--- src/common/segpin_map.vh ---
// constants for the lcd segment pin override mux
`ifndef SEGPIN_MAP_VH
`define SEGPIN_MAP_VH

// register offsets (byte addresses, one word each)
`define OFS_CTRL        8'h00
`define OFS_PORT1_OUT   8'h04
`define OFS_PORT1_DIR   8'h08
`define OFS_PORT2_OUT   8'h0c
`define OFS_PORT2_DIR   8'h10
`define OFS_PORT1_IN    8'h14
`define OFS_PORT2_IN    8'h18
`define OFS_PCMASK      8'h1c
`define OFS_STATUS      8'h20

// control register fields
`define CTRL_LCD_EN     0
`define CTRL_LCD_LP     1
`define CTRL_PCIE       2
`define CTRL_PUD        3
`define CTRL_W          4

// reset values
`define CTRL_RST        4'h0
`define PORT_RST        8'h00

// first pin-change source of each port
`define PC_BASE1        16
`define PC_BASE2        24

// front-plane segment number for each pin (port 1 bit 7..0, port 2 bit 6..0)
`define SEG_P1_7        6'd36
`define SEG_P1_6        6'd37
`define SEG_P1_5        6'd38
`define SEG_P1_4        6'd39
`define SEG_P1_3        6'd7
`define SEG_P1_2        6'd8
`define SEG_P1_1        6'd9
`define SEG_P1_0        6'd10
`define SEG_P2_6        6'd27
`define SEG_P2_5        6'd28
`define SEG_P2_4        6'd29
`define SEG_P2_3        6'd30
`define SEG_P2_2        6'd31
`define SEG_P2_1        6'd34
`define SEG_P2_0        6'd35

`endif

--- src/logic/pin_override_cell.v ---
// one pin: override logic, input synchroniser and pad control
module pin_override_cell
(
	// clock and reset
	input  wire clk_i,
	input  wire rst_i,
	// override controls
	input  wire lcd_enable_i,
	input  wire lcd_low_power_mode_i,
	input  wire pin_change_irq_enable_i,
	input  wire pc_mask_i,
	input  wire pullup_disable_i,
	// port registers
	input  wire port_out_i,
	input  wire port_dir_i,
	// lcd segment
	input  wire lcd_segment_drive_i,
	// pad
	input  wire pad_i,
	output wire pad_o,
	output wire pad_oe_n_o,
	output wire pad_pullup_o,
	output wire analog_path_o,
	// results
	output wire digital_input_tap_o,
	output wire input_enable_override_enable_o
);
	reg s1_reg;
	reg s2_reg;
	reg s3_reg;
	reg din_reg;

	wire pullup_override_enable;
	wire direction_override_enable;
	wire port_value_override_enable;
	wire dir_eff;
	wire pu_eff;
	wire in_en;

	////////////////////////////////////////////////////////////////////////////
	assign pullup_override_enable    = lcd_enable_i;
	assign direction_override_enable = lcd_enable_i;
	assign port_value_override_enable = 1'b0;
	// override values are all zero: pull-up off, input
	assign dir_eff = direction_override_enable ? 1'b0 : port_dir_i;
	assign pu_eff  = pullup_override_enable ? 1'b0 :
		(~port_dir_i & port_out_i & ~pullup_disable_i);
	assign input_enable_override_enable_o = pc_mask_i & pin_change_irq_enable_i
		& lcd_enable_i & lcd_low_power_mode_i;
	// override value is one, so an enabled override keeps the buffer on
	assign in_en = 1'b1;

	assign pad_o        = port_value_override_enable ? 1'b0 : port_out_i;
	assign pad_oe_n_o   = ~dir_eff;
	assign pad_pullup_o = pu_eff;
	// segment waveform is passed through; pad is released while lcd owns it
	assign analog_path_o = lcd_enable_i & lcd_segment_drive_i;

	////////////////////////////////////////////////////////////////////////////
	// three stages; a change counts once stages two and three agree
	always @(posedge clk_i)
	begin
		if (rst_i)
		begin
			s1_reg  <= 1'b0;
			s2_reg  <= 1'b0;
			s3_reg  <= 1'b0;
			din_reg <= 1'b0;
		end
		else
		begin
			s1_reg <= pad_i;
			s2_reg <= s1_reg;
			s3_reg <= s2_reg;
			if (s2_reg == s3_reg && in_en)
				din_reg <= s3_reg;
		end
	end

	assign digital_input_tap_o = din_reg;
endmodule

--- src/logic/lcd_segment_pin_override_mux.v ---
// lcd segment / pin-change override mux for two extra ports, wishbone slave
//
// Behaviour
// - port 1 bits 7..4 carry front-plane segments 36..39 and pin-change sources 23..20.
// - port 1 bits 3..0 carry front-plane segments 7..10 and pin-change sources 19..16.
// - port 2 bits 6..0 carry segments 27,28,29,30,31,34,35 and pin-change sources 30..24.
// - with lcd enabled each pin has pull-up forced off, direction forced input, value never forced.
// - input-enable override is mask bit and irq enable and lcd enable and low-power mode together.
// - each pin's digital input goes to the pin-change logic as its assigned source.
// - each pin's analog path carries the lcd drive of its assigned front-plane segment while lcd is enabled, and is low otherwise.
// - the pin cells of both ports exist only in the larger package variant; the port registers and bus exist in both.
`include "segpin_map.vh"
module lcd_segment_pin_override_mux
#(
	parameter LARGE_PACKAGE = 1
)
(
	// system
	input  wire        clk_i,
	input  wire        rst_i,
	// wishbone slave
	input  wire        cyc_i,
	input  wire        stb_i,
	input  wire        we_i,
	input  wire [7:0]  adr_i,
	input  wire [3:0]  sel_i,
	input  wire [31:0] dat_i,
	output reg  [31:0] dat_o,
	output reg         ack_o,
	// lcd segment drivers, indexed by segment number
	input  wire [39:0] lcd_segment_drive_i,
	// pads, port 1 (8 bits) and port 2 (7 bits)
	input  wire [7:0]  port1_pad_i,
	output wire [7:0]  port1_pad_o,
	output wire [7:0]  port1_pad_oe_n_o,
	output wire [7:0]  port1_pullup_o,
	output wire [7:0]  port1_analog_path_o,
	input  wire [6:0]  port2_pad_i,
	output wire [6:0]  port2_pad_o,
	output wire [6:0]  port2_pad_oe_n_o,
	output wire [6:0]  port2_pullup_o,
	output wire [6:0]  port2_analog_path_o,
	// to pin-change logic: sources 30..16 at bits 14..0
	output wire [14:0] pin_change_source_o,
	output wire [14:0] input_enable_override_o
);
	reg  [`CTRL_W-1:0] ctrl_reg;
	reg  [7:0]         p1_out_reg;
	reg  [7:0]         p1_dir_reg;
	reg  [6:0]         p2_out_reg;
	reg  [6:0]         p2_dir_reg;
	reg  [14:0]        pcmask_reg;
	reg  [31:0]        rd_next;

	wire        req;
	wire [14:0] pad_in;
	wire [14:0] pad_out;
	wire [14:0] pad_oe_n;
	wire [14:0] pad_pu;
	wire [14:0] pad_ana;
	wire [14:0] tap;
	wire [14:0] ieo;
	wire [14:0] out_all;
	wire [14:0] dir_all;
	wire [14:0] seg_drv;
	wire [89:0] seg_tab;

	////////////////////////////////////////////////////////////////////////////
	// segment table, pin index 14..0 = port 2 bit 6..0, port 1 bit 7..0
	assign seg_tab = {`SEG_P2_6, `SEG_P2_5, `SEG_P2_4, `SEG_P2_3, `SEG_P2_2,
		`SEG_P2_1, `SEG_P2_0, `SEG_P1_7, `SEG_P1_6, `SEG_P1_5, `SEG_P1_4,
		`SEG_P1_3, `SEG_P1_2, `SEG_P1_1, `SEG_P1_0};

	assign pad_in  = {port2_pad_i, port1_pad_i};
	assign out_all = {p2_out_reg, p1_out_reg};
	assign dir_all = {p2_dir_reg, p1_dir_reg};

	////////////////////////////////////////////////////////////////////////////
	// small variant: no cells at all, pads released and idle
	genvar g;
	generate
		if (LARGE_PACKAGE != 0)
		begin : g_ports
			for (g = 0; g < 15; g = g + 1)
			begin : g_pin
				assign seg_drv[g] = lcd_segment_drive_i[seg_tab[g*6 +: 6]];
				pin_override_cell u_cell
				(
					.clk_i                          (clk_i),
					.rst_i                          (rst_i),
					.lcd_enable_i                   (ctrl_reg[`CTRL_LCD_EN]),
					.lcd_low_power_mode_i           (ctrl_reg[`CTRL_LCD_LP]),
					.pin_change_irq_enable_i        (ctrl_reg[`CTRL_PCIE]),
					.pc_mask_i                      (pcmask_reg[g]),
					.pullup_disable_i               (ctrl_reg[`CTRL_PUD]),
					.port_out_i                     (out_all[g]),
					.port_dir_i                     (dir_all[g]),
					.lcd_segment_drive_i            (seg_drv[g]),
					.pad_i                          (pad_in[g]),
					.pad_o                          (pad_out[g]),
					.pad_oe_n_o                     (pad_oe_n[g]),
					.pad_pullup_o                   (pad_pu[g]),
					.analog_path_o                  (pad_ana[g]),
					.digital_input_tap_o            (tap[g]),
					.input_enable_override_enable_o (ieo[g])
				);
			end
		end
		else
		begin : g_none
			assign seg_drv  = 15'h0000;
			assign pad_out  = 15'h0000;
			assign pad_oe_n = 15'h7fff;
			assign pad_pu   = 15'h0000;
			assign pad_ana  = 15'h0000;
			assign tap      = 15'h0000;
			assign ieo      = 15'h0000;
		end
	endgenerate

	assign port1_pad_o         = pad_out[7:0];
	assign port2_pad_o         = pad_out[14:8];
	assign port1_pad_oe_n_o    = pad_oe_n[7:0];
	assign port2_pad_oe_n_o    = pad_oe_n[14:8];
	assign port1_pullup_o      = pad_pu[7:0];
	assign port2_pullup_o      = pad_pu[14:8];
	assign port1_analog_path_o = pad_ana[7:0];
	assign port2_analog_path_o = pad_ana[14:8];
	// bit k is source 16+k: port 1 gives 23..16, port 2 gives 30..24
	assign pin_change_source_o     = tap;
	assign input_enable_override_o = ieo;

	////////////////////////////////////////////////////////////////////////////
	// wishbone: ack one cycle after the strobe, dropped the next cycle
	assign req = cyc_i & stb_i & ~ack_o;

	always @*
	begin
		rd_next = 32'h00000000;
		case (adr_i)
			`OFS_CTRL:      rd_next = {28'h0000000, ctrl_reg};
			`OFS_PORT1_OUT: rd_next = {24'h000000, p1_out_reg};
			`OFS_PORT1_DIR: rd_next = {24'h000000, p1_dir_reg};
			`OFS_PORT2_OUT: rd_next = {25'h0, p2_out_reg};
			`OFS_PORT2_DIR: rd_next = {25'h0, p2_dir_reg};
			`OFS_PORT1_IN:  rd_next = {24'h000000, tap[7:0]};
			`OFS_PORT2_IN:  rd_next = {25'h0, tap[14:8]};
			`OFS_PCMASK:    rd_next = {17'h0, pcmask_reg};
			`OFS_STATUS:    rd_next = {17'h0, ieo};
			default:        rd_next = 32'h00000000;
		endcase
	end

	always @(posedge clk_i)
	begin
		if (rst_i)
		begin
			ack_o      <= 1'b0;
			dat_o      <= 32'h00000000;
			ctrl_reg   <= `CTRL_RST;
			p1_out_reg <= `PORT_RST;
			p1_dir_reg <= `PORT_RST;
			p2_out_reg <= 7'h00;
			p2_dir_reg <= 7'h00;
			pcmask_reg <= 15'h0000;
		end
		else
		begin
			ack_o <= req;
			if (req && !we_i)
				dat_o <= rd_next;
			if (req && we_i)
			begin
				case (adr_i)
					`OFS_CTRL:
						if (sel_i[0])
							ctrl_reg <= dat_i[`CTRL_W-1:0];
					`OFS_PORT1_OUT:
						if (sel_i[0])
							p1_out_reg <= dat_i[7:0];
					`OFS_PORT1_DIR:
						if (sel_i[0])
							p1_dir_reg <= dat_i[7:0];
					`OFS_PORT2_OUT:
						if (sel_i[0])
							p2_out_reg <= dat_i[6:0];
					`OFS_PORT2_DIR:
						if (sel_i[0])
							p2_dir_reg <= dat_i[6:0];
					`OFS_PCMASK:
					begin
						if (sel_i[0])
							pcmask_reg[7:0] <= dat_i[7:0];
						if (sel_i[1])
							pcmask_reg[14:8] <= dat_i[14:8];
					end
					default:
						ctrl_reg <= ctrl_reg;
				endcase
			end
		end
	end
endmodule

--- config.mk ---
export PLATFORM = sky130hd
export DESIGN_NAME = lcd_segment_pin_override_mux
export DESIGN_NICKNAME = d
export VERILOG_FILES = /design/src/logic/pin_override_cell.v /design/src/logic/lcd_segment_pin_override_mux.v
export VERILOG_INCLUDE_DIRS = /design/src /design/src/common
export SDC_FILE = /design/constraint.sdc
export NUM_CORES = 1
export LEC_CHECK = 0
export BUFFER_PORTS_ARGS = -buffer_cell sky130_fd_sc_hd__buf_2
export CAP_MARGIN = 20
export CORE_UTILIZATION = 44
export DETAILED_ROUTE_END_ITERATION = 12
export PLACE_DENSITY = 0.76
export SLEW_MARGIN = 20
export SYNTH_ARGS = -nofsm -noshare
export SYNTH_HDL_FRONTEND = slang
export SYNTH_SLANG_ARGS = --single-unit
--- constraint.sdc ---
create_clock -name clk_i -period 2 [get_ports clk_i]
set_input_delay 0.4 -clock clk_i [delete_from_list [all_inputs] [get_ports clk_i]]
set_output_delay 0.4 -clock clk_i [all_outputs]
set_load 0.01 [all_outputs]
==> impl_metrics.tcl <==
set metrics [dict create \
    timing.critical_path.buf_inv 1 \
    seqCellArea_sq_mm 0.002504 \
    setup.worst_path.start_class "flop" \
    max_incr_delay_on_cp_ns 0.35 \
    route.detailed.vias_per_inst 4.876 \
    r2r_slack_ns 0.16 \
    firstDrtPassIters 5 \
    dieArea_sq_mm 0.01383 \
    final.period_utilization 0.9656 \
    initial_cell_density_of_the_core 0.4586 \
    fin_skew_ns 0.009102 \
    post_dp_cell_area_sq_mm 0.006345 \
    power.ir.vdd_worst_v 0.0006206 \
    core_area_sq_mm 0.01282 \
    vias 4525 \
    hold_viol 0 \
    post_synthesis_cell_area_sq_mm 0.005882 \
    final_cell_area_sq_mm 0.006978 \
    finalWeightedCongestion 0.9288 \
    final_layout_size_suffix_gt1_frac 0.3364 \
    worstSetupEndpointType "output pin" \
    cts_max_path_bufs 2 \
    total_of_warnings_raised_by_yosys 0 \
    path_class "flop to output pin" \
    critPathTopFamily "simple AND/OR/NAND/NOR gates" \
    rows 41 \
    final_core_util 0.5441 \
    critical_path.reg2reg.endpoint "dat_o[0]" \
    n_fill_cell 1206 \
    worst_slew_margin_rel 0.5279 \
    netlist.top_cell.by_area "sky130_fd_sc_hd__dfxtp_1" \
    synth_area_per_cell_sq_um 9.176 \
    place.port_buffers 165 \
    worstPathRequired_ns 1.60 \
    synth_seq_cells 125 \
    grt_pass1_wl_mm 22.71 \
    timing.critical_path.to "port2_pullup_o[5]" \
    whs_ns 0.1907 \
    die_h_microns 117.6 \
    synth_area_leaders "sky130_fd_sc_hd__dfxtp_1 43%, sky130_fd_sc_hd__buf_4 14%, sky130_fd_sc_hd__mux2i_1 8.3%, sky130_fd_sc_hd__nor2b_1 5.1%, sky130_fd_sc_hd__and2_1 3.2%" \
    area_growth_syn_to_layout_pct 18.63 \
    power.leakage_uw 0.003328 \
    first_iter_violations 297 \
    synth_seq_area_share 0.4254 \
    critical_path.slowest_cell "sky130_fd_sc_hd__dfxtp_1" \
    hpwl_mm 10.48 \
    clock-root-buffer "sky130_fd_sc_hd__clkbuf_16" \
    clock_latency_ns 0.42 \
    rsz0062_at_grt "true" \
    count_leader_synth "sky130_fd_sc_hd__dfxtp_1" \
    largest_net_degree_at_the_start_of_global_routing 69 \
    area_occupied_by_multi_input_gates_sq_mm 0.002534 \
    ys_async_sr_fraction 0 \
    ant_nets 0 \
    setup_viol_count_final 0 \
    synth.lib_cells_used.distinct 49 \
    grt_pass1_vias 4352 \
    yosys_most_used_dff "sky130_fd_sc_hd__dfxtp_1" \
    detail_route.wl_per_cell_microns 15.52 \
    cts_max_level 4 \
    route.detailed.drc 0 \
    cts_made_buffers 17 \
    synth_enable_flop_cells 0 \
    grt_overflow_total 0 \
    max_slew_violation_total_from_the_final_report 0 \
    cp_data_arrival_time_ns 1.53 \
    crit_fanout 8 \
    critPathLaunch "ctrl_reg[3]" \
    timing.fmax_ghz 0.5178 \
    cp_num_cells 3 \
    routed_wirelength_mm 14.41 \
    worst_slew_pin_slew_ns 0.7081 \
    antenna_violations_before_repair 1 \
    power.density_mw_per_mm2 849.2 \
    die_width_microns 117.6 \
    synth_cells 641 \
    final.min_clock_period_ns 1.931 \
    count_of_clock_tree_sinks 125 \
    yosys.area.top_type_share 0.4254 \
    cap_viol_max_count 0 \
    clk_transition_reported_paths_ns 0.06 \
    ff2ff_path_depth 5 \
    status "finished, final reports clean" \
    grt_total_usage 0.2095 \
    synthTopCellsByCount "125 x sky130_fd_sc_hd__dfxtp_1, 107 x sky130_fd_sc_hd__buf_4, 49 x sky130_fd_sc_hd__mux2i_1" \
    r2r_start "ack_o" \
    io_pins 227 \
    cts_tree "yes" \
    hold_fix_buffers_cts 0 \
    crit_path_cell_trace "or2_4, nor3b_1, buf_2" \
    finish.net_count 846 \
    timing.hold.worst.class "input port to flop" \
]
[worst register-to-register path: stages (launching register included)]
cell and delay, ns:
sky130_fd_sc_hd__dfxtp_1 0.33, sky130_fd_sc_hd__nand4bb_1 0.22, sky130_fd_sc_hd__or4_4 0.55, sky130_fd_sc_hd__or2_0 0.35, sky130_fd_sc_hd__o2bb2a_4 0.28, sky130_fd_sc_hd__o21ai_2 0.05
[worst min path at each step]
stage,depth (start not counted),endpoint,from,slack [ns]
floorplan,1,g_ports.g_pin[0].u_cell.s2_reg,g_ports.g_pin[0].u_cell.s1_reg,0.41
global placement,1,g_ports.g_pin[1].u_cell.s2_reg,g_ports.g_pin[1].u_cell.s1_reg,0.42
detailed placement,1,g_ports.g_pin[4].u_cell.s2_reg,g_ports.g_pin[4].u_cell.s1_reg,0.42
CTS,2,g_ports.g_pin[12].u_cell.s1_reg,port2_pad_i[4],0.18
global route,2,g_ports.g_pin[0].u_cell.s1_reg,port1_pad_i[0],0.19
finish,2,g_ports.g_pin[12].u_cell.s1_reg,port2_pad_i[4],0.19
[per-layer routing]
layer / wire, microns / vias to the layer above / track usage
met3: 1093 / 20 / 0.06686
li1: - / 2243 / -
met4: 241 / 0 / 0.08013
met2: 6681 / 185 / 0.3320
met1: 6391 / 2077 / 0.2642
met5: 0 / - / 0
[cell families after synthesis]
family | after synthesis | synth area share
AO/OA/AOI/OAI | 78 | 0.08445
buffers and inverters | 140 | 0.1587
flip-flops | 125 | 0.4254
multiplexers | 55 | 0.1025
other | 1 | 0.0006376
AND/OR/NAND/NOR | 242 | 0.2283
[placed cells by master (no fill, tap or decap), drive strengths merged, types with 7 or more instances in the layout]
cell and n:
clkbuf 21, a21oi 29, mux2i 49, buf 203
nand3 16, nor2 46, dfxtp 125, nor2b 48
nand2 43, nor3b 16, nand2b 17, o21ai 23
and2 30, a22o 7, conb 17
[power by group]
part           total [uW]  internal, uW  leakage, uW  switching (uW)
registers            2540          2530      0.00102            13.6
logic                 268           112      0.00202             155
clock network        3110          2010     0.000289            1100
[stage by stage]
step | instances | TNS (ns) | setup slack (ns) | total power [uW]
after floorplan | 657 | -0.009500 | -0.009500 | 2749
after global placement | 894 | -1.621 | -0.1879 | 2856
after detailed placement | 894 | -2.198 | -0.2289 | 2861
after CTS | 926 | 0 | 0.02839 | 5959
after global routing | 927 | -0.003559 | -0.003559 | 6115
final | 928 | 0 | 0.06888 | 5926
[cell type report]
| type | count | share of cell area |
|---|---|---|
| diodes | 1 | 0.0003586 |
| clock buffers | 21 | 0.06599 |
| clock inverters | 11 | 0.02026 |
| inverters | 2 | 0.001076 |
| multi-input cells | 393 | 0.3631 |
| flip-flops and latches | 125 | 0.3588 |
| well taps | 172 | 0.03084 |
| repair buffers | 203 | 0.1596 |
[repair_timing]
item	4_1_cts	5_1_grt
buffers inserted	0	0
cloned	0	1
setup endpoints to repair	15	2
gates resized for setup	3	3
pin swaps	0	1
Note: power is estimated with default switching activity, not from simulation.
